**src/shared/core_exec_map.vh**
```
// Summary of operation
// - One instruction cycle is four system clocks and all execution steps in whole instruction cycles.
// - Ordinary instructions take one instruction cycle while jump, call, return and table read take two.
// - Writing the low program counter byte, other than by table read, acts as a jump and costs one extra instruction cycle.
// - A conditional skip takes one cycle when nothing is skipped and one more when it skips.
// - A conditional skip tests a data byte or one bit of it and then runs or bypasses the next instruction.
// - A call saves the address after the call and the subroutine exit resumes exactly there.
// - An unconditional jump loads the target address and saves no return address.
// - Bit set and clear change only the addressed bit of an 8-bit location by an internal read-modify-write.
// - And, or, exclusive-or and complement set the zero flag when the result is zero.
// - Rotates move a byte one place left or right and the through-carry forms pass the outgoing bit to carry.
// - Add sets carry above 255 and subtract clears the carry flag on a borrow below 0.
// - Increment and decrement change a data value by exactly one and write it to the chosen destination.
// - Moves exist from register to working register, working register to register, and immediate to working register.
// - Table read instructions read program memory as a constant data table.
// - A halt instruction enters power-down and a separate instruction clears the watchdog timer.
`ifndef CORE_EXEC_MAP_VH
`define CORE_EXEC_MAP_VH

`define CLKS_PER_ICYCLE 4
`define PHASE_SAMPLE    2'h1
`define PHASE_WRITE     2'h2
`define PHASE_LAST      2'h3

`define F_OP_HI   15
`define F_OP_LO   11
`define F_BIT_HI  10
`define F_BIT_LO  8
`define F_DEST    8
`define F_ADDR_HI 10
`define F_ADDR_LO 0
`define F_DATA_HI 7
`define F_DATA_LO 0

`define PC_RESET       11'h000
`define PCL_ADDR       8'h06
`define TBL_PAGE_RESET 3'h7

`define OP_NOP   5'h00
`define OP_MOVAM 5'h01
`define OP_MOVMA 5'h02
`define OP_MOVAI 5'h03
`define OP_ADD   5'h04
`define OP_ADC   5'h05
`define OP_SUB   5'h06
`define OP_SBC   5'h07
`define OP_AND   5'h08
`define OP_OR    5'h09
`define OP_XOR   5'h0a
`define OP_CPL   5'h0b
`define OP_INC   5'h0c
`define OP_DEC   5'h0d
`define OP_RR    5'h0e
`define OP_RL    5'h0f
`define OP_RRC   5'h10
`define OP_RLC   5'h11
`define OP_CLRB  5'h12
`define OP_SETB  5'h13
`define OP_JMP   5'h14
`define OP_CALL  5'h15
`define OP_RET   5'h16
`define OP_INTERRUPT_EXIT  5'h17
`define OP_SZ    5'h18
`define OP_SZB   5'h19
`define OP_SNZB  5'h1a
`define OP_SIZ   5'h1b
`define OP_SDZ   5'h1c
`define OP_TABRD 5'h1d
`define OP_HALT  5'h1e
`define OP_WDTC  5'h1f

`endif

```
**src/rtl/phase_gen.v**
```verilog
`timescale 1ns/1ps
`include "core_exec_map.vh"
module phase_gen #(
  parameter DIV = `CLKS_PER_ICYCLE
) (
  input  wire       clk_i,
  input  wire       rstn_i,
  output reg  [1:0] phase_o
);
  always @(posedge clk_i or negedge rstn_i) begin
    if (!rstn_i) begin
      phase_o <= 2'h0;
    end else if (phase_o == DIV - 1) begin
      phase_o <= 2'h0;
    end else begin
      phase_o <= phase_o + 2'h1;
    end
  end
endmodule // phase_gen

```
**src/rtl/core_exec.v**
```verilog
`timescale 1ns/1ps
`include "core_exec_map.vh"
module core_exec #(
  parameter PC_W        = 11,
  parameter STACK_DEPTH = 8,
  parameter SP_W        = 3
) (
  input  wire            CLK_SYS_I,
  input  wire            RSTN_I,
  input  wire [15:0]     PM_DATA_I,
  input  wire [7:0]      DM_RDATA_I,
  input  wire            WAKE_I,
  output wire [PC_W-1:0] PM_ADDR_O,
  output wire [7:0]      DM_ADDR_O,
  output reg  [7:0]      DM_WDATA_O,
  output reg             DM_WE_O,
  output reg  [7:0]      ACC_O,
  output reg             ZERO_O,
  output reg             CARRY_O,
  output reg  [7:0]      TBL_HIGH_O,
  output reg             HALT_O,
  output reg             WDT_CLR_O,
  output wire [1:0]      PHASE_O
);
  reg  [PC_W-1:0] pc_reg;
  reg  [15:0]     ir_reg;
  reg             ir_valid_reg;
  reg             tbl_stall_reg;
  reg  [7:0]      operand_reg;
  reg  [2:0]      wake_sync_reg;
  reg             wake_reg;
  reg  [7:0]      tbl_dst_reg;
  reg  [SP_W-1:0] sp_reg;
  reg  [PC_W-1:0] stack_mem [0:STACK_DEPTH-1];
  wire [1:0]      phase;
  wire [4:0]      op     = ir_reg[`F_OP_HI:`F_OP_LO];
  wire [2:0]      bit_no = ir_reg[`F_BIT_HI:`F_BIT_LO];
  wire            dest_m = ir_reg[`F_DEST];
  wire [7:0]      imm    = ir_reg[`F_DATA_HI:`F_DATA_LO];
  wire            exec   = ir_valid_reg && !tbl_stall_reg && !HALT_O;
  wire [PC_W-1:0] tbl_addr = {`TBL_PAGE_RESET, ACC_O};

  reg  [7:0]      res;
  reg             res_c;
  reg             wr_mem;
  reg             wr_acc;
  reg             upd_z;
  reg             upd_c;
  reg             skip;
  reg  [8:0]      sum;
  reg  [7:0]      mask;

  phase_gen #(
    .DIV(`CLKS_PER_ICYCLE)
  ) u_phase (
    .clk_i  (CLK_SYS_I),
    .rstn_i (RSTN_I),
    .phase_o(phase)
  );

  assign PHASE_O   = phase;
  // The next word is already in the instruction register during the table cycle.
  assign DM_ADDR_O = tbl_stall_reg ? tbl_dst_reg : imm;
  // The table fetch borrows the program bus for one cycle, so prefetch pauses then.
  assign PM_ADDR_O = tbl_stall_reg ? tbl_addr : pc_reg;

  always @* begin
    res    = operand_reg;
    res_c  = CARRY_O;
    wr_mem = 1'b0;
    wr_acc = 1'b0;
    upd_z  = 1'b0;
    upd_c  = 1'b0;
    skip   = 1'b0;
    sum    = 9'h000;
    mask   = 8'h01 << bit_no;
    case (op)
      `OP_MOVAM: begin
        wr_acc = 1'b1;
      end
      `OP_MOVMA: begin
        res    = ACC_O;
        wr_mem = 1'b1;
      end
      `OP_MOVAI: begin
        res    = imm;
        wr_acc = 1'b1;
      end
      `OP_ADD, `OP_ADC: begin
        sum    = {1'b0, ACC_O} + {1'b0, operand_reg} + {8'h00, (op == `OP_ADC) & CARRY_O};
        res    = sum[7:0];
        res_c  = sum[8];
        wr_acc = !dest_m;
        wr_mem = dest_m;
        upd_z  = 1'b1;
        upd_c  = 1'b1;
      end
      `OP_SUB, `OP_SBC: begin
        sum    = {1'b0, ACC_O} - {1'b0, operand_reg} - {8'h00, (op == `OP_SBC) & !CARRY_O};
        res    = sum[7:0];
        res_c  = !sum[8];
        wr_acc = !dest_m;
        wr_mem = dest_m;
        upd_z  = 1'b1;
        upd_c  = 1'b1;
      end
      `OP_AND, `OP_OR, `OP_XOR, `OP_CPL: begin
        case (op)
          `OP_AND: res = ACC_O & operand_reg;
          `OP_OR:  res = ACC_O | operand_reg;
          `OP_XOR: res = ACC_O ^ operand_reg;
          default: res = ~operand_reg;
        endcase
        wr_acc = !dest_m;
        wr_mem = dest_m;
        upd_z  = 1'b1;
      end
      `OP_INC, `OP_DEC: begin
        res    = (op == `OP_INC) ? operand_reg + 8'h01 : operand_reg - 8'h01;
        wr_acc = !dest_m;
        wr_mem = dest_m;
        upd_z  = 1'b1;
      end
      `OP_RR, `OP_RL, `OP_RRC, `OP_RLC: begin
        case (op)
          `OP_RR:  res = {operand_reg[0], operand_reg[7:1]};
          `OP_RL:  res = {operand_reg[6:0], operand_reg[7]};
          `OP_RRC: res = {CARRY_O, operand_reg[7:1]};
          default: res = {operand_reg[6:0], CARRY_O};
        endcase
        res_c  = (op == `OP_RRC) ? operand_reg[0] : operand_reg[7];
        upd_c  = (op == `OP_RRC) || (op == `OP_RLC);
        wr_acc = !dest_m;
        wr_mem = dest_m;
      end
      `OP_CLRB: begin
        res    = operand_reg & ~mask;
        wr_mem = 1'b1;
      end
      `OP_SETB: begin
        res    = operand_reg | mask;
        wr_mem = 1'b1;
      end
      `OP_SZ: begin
        skip   = (operand_reg == 8'h00);
        wr_acc = dest_m;
      end
      `OP_SZB: begin
        skip = ((operand_reg & mask) == 8'h00);
      end
      `OP_SNZB: begin
        skip = ((operand_reg & mask) != 8'h00);
      end
      `OP_SIZ, `OP_SDZ: begin
        res    = (op == `OP_SIZ) ? operand_reg + 8'h01 : operand_reg - 8'h01;
        skip   = (res == 8'h00);
        wr_acc = dest_m;
        wr_mem = !dest_m;
      end
      `OP_RET, `OP_INTERRUPT_EXIT: begin
        res    = imm;
        wr_acc = dest_m;
      end
      default: begin
        res = operand_reg;
      end
    endcase
  end

  wire pcl_hit = wr_mem && (imm == `PCL_ADDR);

  // Data memory strobes: write data is set up one phase early so the store lands at cycle end.
  always @(posedge CLK_SYS_I or negedge RSTN_I) begin
    if (!RSTN_I) begin
      operand_reg <= 8'h00;
      DM_WDATA_O  <= 8'h00;
      DM_WE_O     <= 1'b0;
      TBL_HIGH_O  <= 8'h00;
      tbl_dst_reg <= 8'h00;
    end else begin
      DM_WE_O <= 1'b0;
      if ((phase == `PHASE_LAST) && exec && (op == `OP_TABRD)) begin
        tbl_dst_reg <= imm;
      end
      if (phase == `PHASE_SAMPLE) begin
        operand_reg <= tbl_stall_reg ? PM_DATA_I[7:0] : DM_RDATA_I;
        if (tbl_stall_reg) begin
          TBL_HIGH_O <= PM_DATA_I[15:8];
        end
      end
      if (phase == `PHASE_WRITE) begin
        if (tbl_stall_reg && !HALT_O) begin
          DM_WDATA_O <= operand_reg;
          DM_WE_O    <= 1'b1;
        end else if (exec && wr_mem && !pcl_hit) begin
          DM_WDATA_O <= res;
          DM_WE_O    <= 1'b1;
        end
      end
    end
  end

  // Wake is a pin, so it passes three stages and counts once the last two agree.
  always @(posedge CLK_SYS_I or negedge RSTN_I) begin
    if (!RSTN_I) begin
      wake_sync_reg <= 3'h0;
      wake_reg      <= 1'b0;
    end else begin
      wake_sync_reg <= {wake_sync_reg[1:0], WAKE_I};
      if (wake_sync_reg[2] == wake_sync_reg[1]) begin
        wake_reg <= wake_sync_reg[2];
      end
    end
  end
  wire wake = wake_reg;

  always @(posedge CLK_SYS_I or negedge RSTN_I) begin
    if (!RSTN_I) begin
      pc_reg        <= `PC_RESET;
      ir_reg        <= 16'h0000;
      ir_valid_reg  <= 1'b0;
      tbl_stall_reg <= 1'b0;
      ACC_O         <= 8'h00;
      ZERO_O        <= 1'b0;
      CARRY_O       <= 1'b0;
      HALT_O        <= 1'b0;
      WDT_CLR_O     <= 1'b0;
      sp_reg        <= {SP_W{1'b0}};
    end else begin
      WDT_CLR_O <= 1'b0;
      if (HALT_O) begin
        if (wake) begin
          HALT_O <= 1'b0;
        end
      end else if (phase == `PHASE_LAST) begin
        if (tbl_stall_reg) begin
          tbl_stall_reg <= 1'b0;
        end else begin
          ir_reg       <= PM_DATA_I;
          ir_valid_reg <= 1'b1;
          pc_reg       <= pc_reg + 1'b1;
          if (exec) begin
            if (wr_acc) begin
              ACC_O <= res;
            end
            if (upd_z) begin
              ZERO_O <= (res == 8'h00);
            end
            if (upd_c) begin
              CARRY_O <= res_c;
            end
            case (op)
              `OP_JMP: begin
                pc_reg       <= ir_reg[`F_ADDR_HI:`F_ADDR_LO];
                ir_valid_reg <= 1'b0;
              end
              `OP_CALL: begin
                stack_mem[sp_reg] <= pc_reg;
                sp_reg            <= sp_reg + 1'b1;
                pc_reg            <= ir_reg[`F_ADDR_HI:`F_ADDR_LO];
                ir_valid_reg      <= 1'b0;
              end
              `OP_RET, `OP_INTERRUPT_EXIT: begin
                pc_reg       <= stack_mem[sp_reg - 1'b1];
                sp_reg       <= sp_reg - 1'b1;
                ir_valid_reg <= 1'b0;
              end
              `OP_TABRD: begin
                tbl_stall_reg <= 1'b1;
              end
              `OP_HALT: begin
                HALT_O <= 1'b1;
              end
              `OP_WDTC: begin
                WDT_CLR_O <= 1'b1;
              end
              default: begin
                if (pcl_hit) begin
                  pc_reg       <= {pc_reg[PC_W-1:8], res};
                  ir_valid_reg <= 1'b0;
                end else if (skip) begin
                  ir_valid_reg <= 1'b0;
                end
              end
            endcase
          end
        end
      end
    end
  end
endmodule // core_exec

```
**config.mk**
```make
export PLATFORM = sky130hd
export DESIGN_NAME = core_exec
export DESIGN_NICKNAME = d
export VERILOG_FILES = /design/src/rtl/phase_gen.v /design/src/rtl/core_exec.v
export VERILOG_INCLUDE_DIRS = /design/src /design/src/shared
export SDC_FILE = /design/constraint.sdc
export NUM_CORES = 1
export LEC_CHECK = 0
export ABC_AREA = 0
export BUFFER_PORTS_ARGS = -buffer_cell sky130_fd_sc_hd__clkbuf_2
export CAP_MARGIN = 20
export CORE_MARGIN = 2
export CORE_UTILIZATION = 51
export DETAILED_ROUTE_END_ITERATION = 16
export HOLD_SLACK_MARGIN = 0.08
export PLACE_DENSITY = 0.66
export SLEW_MARGIN = 15
export SYNTH_ARGS = -nofsm -noshare
export SYNTH_HDL_FRONTEND = slang
export SYNTH_SLANG_ARGS = --single-unit
```
**constraint.sdc**
```tcl
create_clock -name CLK_SYS_I -period 5.6 [get_ports CLK_SYS_I]
set_clock_uncertainty 0.05 [all_clocks]
set_input_delay 0.28 -clock CLK_SYS_I [delete_from_list [all_inputs] [get_ports CLK_SYS_I]]
set_output_delay 0.28 -clock CLK_SYS_I [all_outputs]
set_load 0.01 [all_outputs]
```
Yosys cells after proc, flatten, opt, wreduce, memory -nomap -nowiden
Memories as Yosys holds them, arrays and structs flattened.
Index checks and enable logic that the tools add are counted.

word-level totals
  bits in registers = 83
  memories kept = 1
  output and inout port bits = 50
  memory bits (writable) = 88

memories
  memory     words  bits a word  read ports  clocked after memory_dff  wr ports  line            source
  stack_mem  8      11           1           0                         1         core_exec.v:34  reg [PC_W-1:0] stack_mem [0:STACK_DEPTH-1];

cells by class
  add/subtract/negate cells = 10
  eq/ne operators = 37
  bitwise gates (word level) = 12
  shift operators = 1
  reduce and logical (&&, ||, !) cells = 50
  mux-type cells = 49

operator list
  kind                                                                   number
  5-bit equality test, second input constant                             16
  8-bit case mux with 10 select lines                                    1
  8-bit two-way mux                                                      6
  8-bit case mux with 3 select lines                                     2
  5-bit by 4-bit equality test with 1-bit output, second input constant  8
  11-bit two-way mux                                                     3
  11-bit case mux with 3 select lines                                    1
  8-bit zero test                                                        4
  1-bit two-way mux                                                      28
  8-bit bitwise AND                                                      3
  5-bit by 3-bit equality test with 1-bit output, second input constant  4
  8-bit NOT                                                              2
  8-bit bitwise OR                                                       2
  4-bit OR reduction                                                     4
  5-bit AND reduction                                                    3
  14-bit OR reduction                                                    1
  2-bit OR reduction                                                     7
  11-bit by 1-bit adder with 11-bit output, second input constant        1
  5-bit by 2-bit equality test with 1-bit output, second input constant  2
  10-bit OR reduction                                                    1
  8-bit by 8-bit adder with 9-bit output                                 1
  9-bit by 1-bit adder with 9-bit output                                 1
  1-bit logical AND                                                      9
  1-bit case mux with 3 select lines                                     3
  32 further kinds                                                       46

Depth between registers and ports, before layout
Gate-level depths: netlist of the first run.

  word-level depth = 9
  gate-level depth with buffers = 18
  gate-level depth less buffers = 14

Cells and area by module
From an unflattened synthesis of the first run, not the netlist that was laid out.

second synthesis, totals
  cells, all modules = 956
  area, all modules = 10,197.3 µm²

modules (own cells, without submodules)
  module     cells each  sequential area each (µm²)  area each (µm²)  times used
  core_exec  952         4,669.5                     10,131.0         1
  phase_gen  4           50.0                        66.3             1

Worst setup path before layout of the first run
No wires, ideal clock.

  path kind = flip-flop to flip-flop
  from = reg ir_reg[12]
  to = reg ACC_O[7]
  stages on the path, launching flop included = 19
  path slack = 1,527 ps
  path buffers = 6
  required time = 5,425 ps
  data arrival time = 3,898 ps
  clock period less this slack = 4,073 ps
  path through = dfrtp_1 buf_6 buf_12 buf_12 buf_2 clkbuf_1 buf_2 nand4_1 fa_1 inv_1 ha_1 o211ai_1 a31oi_1 o41a_1 xnor2_1 nor2_1 a211oi_2 nor2_1 mux2_2

between the ends
  word-level cells in the longest chain between the ends = 4

RTL lines
  item                                                                               line             source
  from (decl)                                                                        core_exec.v:26   reg [15:0] ir_reg;
  from (signal assigned)                                                             core_exec.v:220  ir_reg <= 16'h0000;
  from (signal assigned)                                                             core_exec.v:239  ir_reg <= PM_DATA_I;
  5-bit by 3-bit equality test with 1-bit output (tied with other cells)             core_exec.v:77   case (op)
  1-bit bitwise AND (tied with other cells)                                          core_exec.v:99   sum = {1'b0, ACC_O} - {1'b0, operand_reg} - {8'h00, (op == `OP_SBC) & !CARRY_O};
  9-bit by 1-bit subtractor with 9-bit output (tied with other cells)                core_exec.v:99
  8-bit case mux with 10 select lines / 5-bit AND reduction (equally long branches)  --
  to (signal assigned)                                                               core_exec.v:244  ACC_O <= res;
  to (decl)                                                                          core_exec.v:17   output reg [7:0] ACC_O,

Parallel ways exist; a longest one is shown, timed or not.
A chain may end at the register's enable or synchronous reset.

Worst setup path after layout of the first run
  from = reg ir_reg[15]
  to = reg ZERO_O

between the ends
  word-level cells in the longest chain between the ends = 5

RTL lines
  item                                                                                                          line                            source
  5-bit by 3-bit equality test with 1-bit output                                                                core_exec.v:77
  1-bit bitwise AND (on tied branches)                                                                          core_exec.v:99, core_exec.v:90
  9-bit by 1-bit subtractor with 9-bit output / 9-bit by 1-bit adder with 9-bit output (equally long branches)  core_exec.v:99, core_exec.v:90
  8-bit case mux with 10 select lines                                                                           core_exec.v:77
  8-bit zero test                                                                                               core_exec.v:247                 ZERO_O <= (res == 8'h00);
  to (signal assigned)                                                                                          core_exec.v:247
  to (decl)                                                                                                     core_exec.v:18                  output reg ZERO_O,

Parallel ways exist; a longest one is shown, timed or not.

==> impl_results.md, run 1 <==
* Met2 Wirelength at 13.83 mm
* Mux cell area share after synthesis at 13.76%
* Share of layout cells above drive strength 1 at 20.24%
* Minimum clock period at 4.160 ns
* Power consumption at 4.846 mW
* Post-CTS Setup Repair Bufs at 0
* Final core occ at 58.53%
* Max Fclk at 240.4 MHz
* Mapped Cells at 1006
* Maxcap violations at 0
* Vias at 8691
* Stages on worst setup path at 15
* Inserted Diodes at 0
* Hold Fails Final Rpt at 0
* GPL Wtd Cong at 0.9871
* Clock sinks at 171
* WL met1 at 15.12 mm
* H-tree depth at 4
* End point of the critical path: ZERO_O
* Post-synth EDFFs at 88
* Nets@finish at 1144
* Register-to-Register Path Depth at 15
* CP Launch Type: flip-flop
* Final-report max-slew violation count at 0
* 1st-iter DRT viols at 1091
* Drt via density at 6.405
* Worst Path Max Fanout at 38
* Wire length on met3 at 3.426 mm
* Global-route wire length before repair at 50.82 mm
* Post-Syn Nets at 1075
* Clk root buf: clkbuf_16
* Worst path slowest cell: or4_1
* Post-synth top flop: edfxtp_1
* Flop2flop setup slack at 1.44 ns
* Clock insertion delay at the later pin of the skew report at 0.45 ns
* Post-synthesis xor/xnor area fraction at 1.809%
* Static Leak at 4.721 nW
* Fill cells at 1749
* Netlist Area Pre-Place at 0.01065 sq mm
* WL/cell at 24.35 microns
* Die area at 0.02206 sq mm
* DRC at 0
* Setup CP Type: flip-flop to flip-flop
* Critical Path AT at 4.46 ns
* DRT antenna net count at 0
* Pwr/cell area at 406.6 mW/mm^2
* CTS Hold Bufs at 18
* Worst-path cell chain: buf_4 -> and2b_1 -> nand2_1 -> nor3_1 -> fa_1 -> inv_1 -> fa_1 -> xnor2_1 -> a32oi_1 -> o311ai_0 -> or4_1 -> a21oi_2 -> and4_1 -> nand4b_1 -> o31ai_2
* Post-synthesis async set-or-reset flop share at 48.54%
* Worst Path Buf+Inv at 2
* Max stage delay on crit path at 0.58 ns
* Endpoints failing setup at 0
* P&R area growth vs syn at 11.90%
* Slew HR at 29.59%
* Grt ovf at 0
* Compound-cell area share of the yosys netlist at 14.97%
* Outcome: completed
* Flops & latches, synth at 171
* Final wirelength at 33.04 mm
* Reg-to-Reg Start: ir_reg[15]
* Register area share after synthesis at 44.31%
* Port Buf Inserts at 76
* Setup_tns at 0 ns
* TritonCTS clock tree: done
* Top-level port count at 77
* Worst IR Drop VDD at 213.5 uV
* RSZ-0062 raised after global routing: no
* Most frequent CP cell: fa_1
* DR pass1 iterations at 6
* Core region area at 0.02036 sq mm
* PostCTS Resize Cnt at 0
* Mean Syn Cell Area at 10.59 sq um
* Largest register FFs at 88
* Delay-heaviest family, CP: simple AND/OR/NAND/NOR gates
* Die height at 148.5 microns
* Post-Synth Adder-Cell Area at 5.239%
* Worst min path class: primary input to flip-flop
* Largest family of logic cells by synthesized area: simple AND/OR/NAND/NOR gates
* Worst Path Required at 5.90 ns
* Total CTS buffers at 17
* Detailed Place HPWL at 22.66 mm
* Simple-Gate Fraction of Synth Area at 15.31%
* Least-Margin Pin Slew at 1.052 ns
* Multi-input gate area at 0.005453 sq mm
* Setup crit end kind: flip-flop
* Reg2reg end: ZERO_O
* Standard-cell rows at 52
* GRT Overall Usage at 30.74%
* Unique masters post-synth at 94
* Crit path launch: ir_reg[15]
* Vias in the first global route at 8175
* Period utilisation layout at 74.29%
* Die width at 148.5 microns
* CTS Buffer Depth at 2
* Initial Util at 52.30%
* Initial antenna violation count at 0
* Highest metal used: met4
* Warning count from the yosys run at 0
* Flip-flop and latch area at 0.004721 sq mm
* Largest net degree at the start of global routing at 61
* Clock-pin transition on the worst setup and hold timing paths at 0.08 ns
-- Yosys cell counts, types with 5 or more instances --
cell type    n  area [sq um]
nand2b_1    12         75.07
buf_6        5         56.30
edfxtp_1    88          2643
buf_2       19         95.09
dfrtp_1     83          2077
nor2_1      78         292.8
a21oi_1     39         195.2
and2_1       5         31.28
or4_1        7         52.55
nand4_1      6         37.54
inv_1       39         146.4
a211oi_1    13         97.59
o22ai_1     16         100.1
o32ai_1      6         52.55
mux2i_1     47         470.5
nor2b_1      8         50.05
nor3b_1      9         67.56
a22o_1       5         43.79
clkbuf_1    30         112.6
and3_1      10         62.56
mux4_2      24         540.5
nand2_1    105         394.1
nor4_1       8         50.05
mux2_2      39         439.2
nand3b_1     5         37.54
nand3_1     20         100.1
o21ai_0     52         260.3
nor3_1      17         85.08
o211ai_1     8         60.06
xor2_1       8         70.07
a211o_1      6         52.55
o21a_1       9         67.56
ha_1        39         488.0
o21ai_1      6         30.03
nor4b_1      5         43.79
buf_1        6         22.52
a31oi_1     10         62.56
xnor2_1     14         122.6
-- layout by cell type (no fill, tap or decap), types with 47 or more instances in the layout --
cell type,Yosys,routed
o21ai_0,52,52
mux2i_1,47,47
clkbuf_2,0,75
nand2_1,105,105
nor2_1,78,78
edfxtp_1,88,88
dfrtp_1,83,82
-- layout make-up --
cell class,instances,share of cell area [%]
clock buffer,18,3.601
clock inverter,13,0.9658
timing repair buffer,114,5.984
tap,270,2.834
sequential,171,39.61
multi-input combinational,731,45.75
inverter,40,1.260
-- metrics by stage --
stage	std cells	setup WS, ns	cell area (sq um)	hold WS, ns
2_1_floorplan	1006	1.527	10650	-0.06559
3_3_place_gp	1306	1.777	11180	0.1700
3_5_place_dp	1306	1.556	11180	0.1744
4_1_cts	1355	1.498	11900	0.09410
5_1_grt	1357	1.251	11920	0.1288
6_report	1357	1.440	11920	0.09774
-- how the worst min path moves through the flow --
stage	depth (start not counted)	end	slack, ns	from
6_report	3	operand_reg[2]	0.1	DM_RDATA_I[2]
5_1_grt	3	operand_reg[2]	0.13	DM_RDATA_I[2]
3_5_place_dp	1	ACC_O[4]	0.17	RSTN_I
3_3_place_gp	1	ACC_O[4]	0.17	RSTN_I
2_1_floorplan	0	ACC_O[0]	-0.07	RSTN_I
4_1_cts	3	operand_reg[2]	0.09	DM_RDATA_I[2]
-- per-layer routing --
metal,up-vias,GRT usage [%]
met3,50,6.626
li1,3891,-
met2,520,42.71
met1,4230,48.66
met5,-,0
met4,0,7.952
-- worst reg2reg max path: stages, from the launching register on --
cell and delay (ns):
dfrtp_1 0.37, buf_4 0.25, and2b_1 0.43, nand2_1 0.08, nor3_1 0.19, fa_1 0.28
inv_1 0.07, fa_1 0.41, xnor2_1 0.15, a32oi_1 0.18, o311ai_0 0.18, or4_1 0.58
a21oi_2 0.28, and4_1 0.25, nand4b_1 0.10, o31ai_2 0.23
-- logic make-up (layout without fill, tap and decap cells) --
group           Yosys count  after routing
buf+inv                 104            185
fa+ha+maj                43             43
simple gates            324            324
mux                     111            111
flops                   171            171
xor+xnor                 22             22
compound gates          231            231
-- power by group --
group / switching (mW) / internal, mW / leakage, nW
logic: 1.06 / 0.810 / 2.67
registers: 0.318 / 1.53 / 1.79
clock network: 0.548 / 0.581 / 0.264
(Power assumes the default switching activity.)
==> run 2: changes to the inputs <==
ABC_AREA = 1   (was 0)
PLACE_DENSITY = 0.69   (was 0.66)
clock period = 3.3 ns   (was 5.6 ns; I/O delays follow)
==> impl_results.md, run 2 <==
* Gate power share at 40.4%
* Final-report max-slew violation count at 0
* Netlist Area Pre-Place at 0.01047 sq mm
* Unique masters post-synth at 46
* Switch Pwr at 3.628 mW
* Core region area at 0.02017 sq mm
* Period utilisation layout at 93.17%
* Maxcap violations at 0
* Mean Syn Cell Area at 7.719 sq um
* Minimum clock period at 3.075 ns
* Critical Path AT at 3.32 ns
* Port Buf Inserts at 76
* Endpoints failing setup at 0
* DR pass1 iterations at 6
* TritonCTS clock tree: done
* Clock sinks at 171
* Flip-flop and latch area at 0.004720 sq mm
* Post-synth top flop: edfxtp_1
* Most instantiated cells after synthesis: nand2_1 (381), nor2_1 (130), nand3_1 (128), inv_1 (115), o21ai_0 (106)
* Slew HR at 49.03%
* CP Launch Type: flip-flop
* Die width at 147.3 microns
* Post-synthesis xor/xnor area fraction at 1.255%
* Post-synth EDFFs at 88
* 1st-iter DRT viols at 1127
* Post-Syn Nets at 1425
* Mux cell area share after synthesis at 0.8607%
* Top-level port count at 77
* RSZ-0062 raised after global routing: no
* Max stage delay on crit path at 0.55 ns
* CTS Buffer Depth at 2
* Worst Path Required at 3.55 ns
* Clock insertion delay at the later pin of the skew report at 0.44 ns
* Largest family of logic cells by synthesized area: simple AND/OR/NAND/NOR gates
* Register area share after synthesis at 45.09%
* DRT antenna net count at 0
* Synth area leader: edfxtp_1
* Nets@finish at 1573
* Post-synthesis async set-or-reset flop share at 48.54%
* Clock power frac at 23.7%
* Worst path slowest cell: fa_1
* Final wirelength at 36.65 mm
* Least-Margin Pin Slew at 0.7576 ns
* Share of the synthesized area in the top cell type at 25.25%
* Hold Fails Final Rpt at 0
* Compound-cell area share of the yosys netlist at 12.50%
* Largest register FFs at 88
* Internal power at 4.819 mW
* Grt ovf at 0
* Worst min path class: flip-flop to flip-flop
* Commonest non-fill, non-tap cell in the layout: nand2_1
* Design area at 0.01248 sq mm
* Clk root buf: clkbuf_16
* Simple-Gate Fraction of Synth Area at 28.30%
* Setup crit end kind: flip-flop
* GPL Wtd Cong at 1.011
* DRC at 0
* Die area at 0.02168 sq mm
* Largest net degree at the start of global routing at 44
* Static Leak at 5.678 nW
* Dpl cell area at 0.01158 sq mm
* WL/cell at 20.51 microns
* Setup_tns at 0 ns
* Share of layout cells above drive strength 1 at 15.16%
* Hold_ws at 0.3119 ns
* Standard-cell rows at 52
* Outcome: completed
* P&R area growth vs syn at 19.24%
* Warning count from the yosys run at 0
* Count leader, synth: nand2_1
* Initial Util at 51.89%
* Max Fclk at 325.2 MHz
* Initial antenna violation count at 1
* Worst Path Max Fanout at 4
* Vias in the first global route at 9706
* Global-route wire length before repair at 56.48 mm
* Sequential Power Share at 35.9%
* Power consumption at 8.447 mW
* Post-Synth Adder-Cell Area at 5.332%
* Pwr/cell area at 676.9 mW/mm^2
* Total CTS buffers at 17
* Most frequent cells in the layout: nand2_1 (379), nor2_1 (129), nand3_1 (127)
* Clock-pin transition on the worst setup and hold timing paths at 0.08 ns
* Mapped Cells at 1356
* Largest cells by area after synthesis: edfxtp_1 (25%), dfrtp_1 (20%), nand2_1 (14%), nand3_1 (6.1%), o21ai_0 (5.1%)
* Detailed Place HPWL at 27.27 mm
* Setup CP Type: flip-flop to flip-flop
* Worst IR Drop VDD at 495.9 uV
* Post-CTS Setup Repair Bufs at 0
* GRT Overall Usage at 34.44%
* Inserted Diodes at 0
* Vias at 10400
* H-tree depth at 4
* Flops & latches, synth at 171
* Drt via density at 5.821
* Die height at 147.3 microns
* Fill cells at 1833
* Worst-path cell chain: inv_2 -> nor2_1 -> nand4_1 -> fa_1 -> inv_1 -> ha_1 -> o21ai_0 -> buf_4 -> nand3_1 -> nand2_1 -> nand2_1 -> nand2_1 -> nand2_1 -> o21ai_0 -> a21oi_1 -> o21ai_0 -> o21ai_0
* Multi-input gate area at 0.005101 sq mm
* Switching fraction of total power at 42.95%
run 2: cell count changes in the layout (fill, tap and decap cells not counted), sizes merged, moves of 18 or more:
cell,delta
mux2,-32
mux2i,-47
inv,+80
a21oi,+29
nand2,+277
mux4,-24
nand3,+111
nand4,+18
nor2,+54
buf,+60
o21ai,+60
run 2: power groups by stage:
stage | Sequential [mW] | Combinational, mW | Clock [mW]
floorplan | 2.99 | 2.06 | 0
global placement | 3.05 | 3.28 | 0
detailed placement | 3.06 | 3.31 | 0
CTS | 3.02 | 3.35 | 2.01
global route | 3.07 | 3.78 | 2.10
finish | 3.03 | 3.41 | 2.00
run 2: kinds of logic (layout without fill, tap and decap cells):
kind of cell             Yosys count  in the layout
XOR/XNOR                          15             15
AND/OR/NAND/NOR                  704            704
flip-flops                       171            171
AO/OA/AOI/OAI                    236            236
buffers and inverters            179            340
adder cells (fa/ha/maj)           43             43
multiplexers                       8              8
run 2: worst paths after layout:
check                            startpoint          endpoint  slack, ns  depth (start not counted)
setup / recovery                 ir_reg[13]           CARRY_O       0.23                         17
hold / removal             wake_sync_reg[0]  wake_sync_reg[1]       0.31                          0
setup reg to reg                 ir_reg[13]           CARRY_O       0.23                         17
hold reg to reg            wake_sync_reg[0]  wake_sync_reg[1]       0.31                          0
max in group asynchronous            RSTN_I     DM_WDATA_O[2]       1.79                          4
min in group asynchronous            RSTN_I         WDT_CLR_O       0.38                          3
run 2: layer usage:
| layer | GRT usage (%) | up-vias | routed length, microns |
|---|---|---|---|
| met1 | 49.84 | 4945 | 15580 |
| met5 | 0 | - | 13 |
| li1 | - | 4859 | - |
| met3 | 10.75 | 57 | 4455 |
| met4 | 9.231 | 2 | 843 |
| met2 | 50.40 | 539 | 15760 |
run 2: layout make-up:
type / instances / share of cell area [%]
inverters: 125 / 3.760
clock buffers: 17 / 3.409
well taps: 270 / 2.707
multi-input cells: 1006 / 40.88
flip-flops and latches: 171 / 37.82
clock inverters: 15 / 1.384
repair buffers: 183 / 10.05
run 2: repair_timing:
action / 4_1_cts / 5_1_grt
endpoints found under the hold margin: 74 / 0
resized for setup: 0 / 6
setup endpoints to repair: 0 / 10
hold buffers: 27 / 0
run 2: metrics by stage:
| step | setup WS (ns) | cells | utilization, % |
|---|---|---|---|
| 2_1_floorplan | 0.1097 | 1356 | - |
| 3_3_place_gp | 0.1627 | 1727 | 57.44 |
| 3_5_place_dp | 0.08921 | 1727 | 57.44 |
| 4_1_cts | 0.07959 | 1786 | 61.74 |
| 5_1_grt | 0.008642 | 1787 | 61.87 |
| 6_report | 0.2253 | 1787 | 61.87 |
run 2: worst max-delay path, delay by kind of cell, from the launching register on:
kind,cells,cell delay [ns]
buffers and inverters,3,0.27
adder cells (fa/ha/maj),2,0.72
AND/OR/NAND/NOR,7,0.78
AO/OA/AOI/OAI,5,0.75
flip-flops,1,0.36
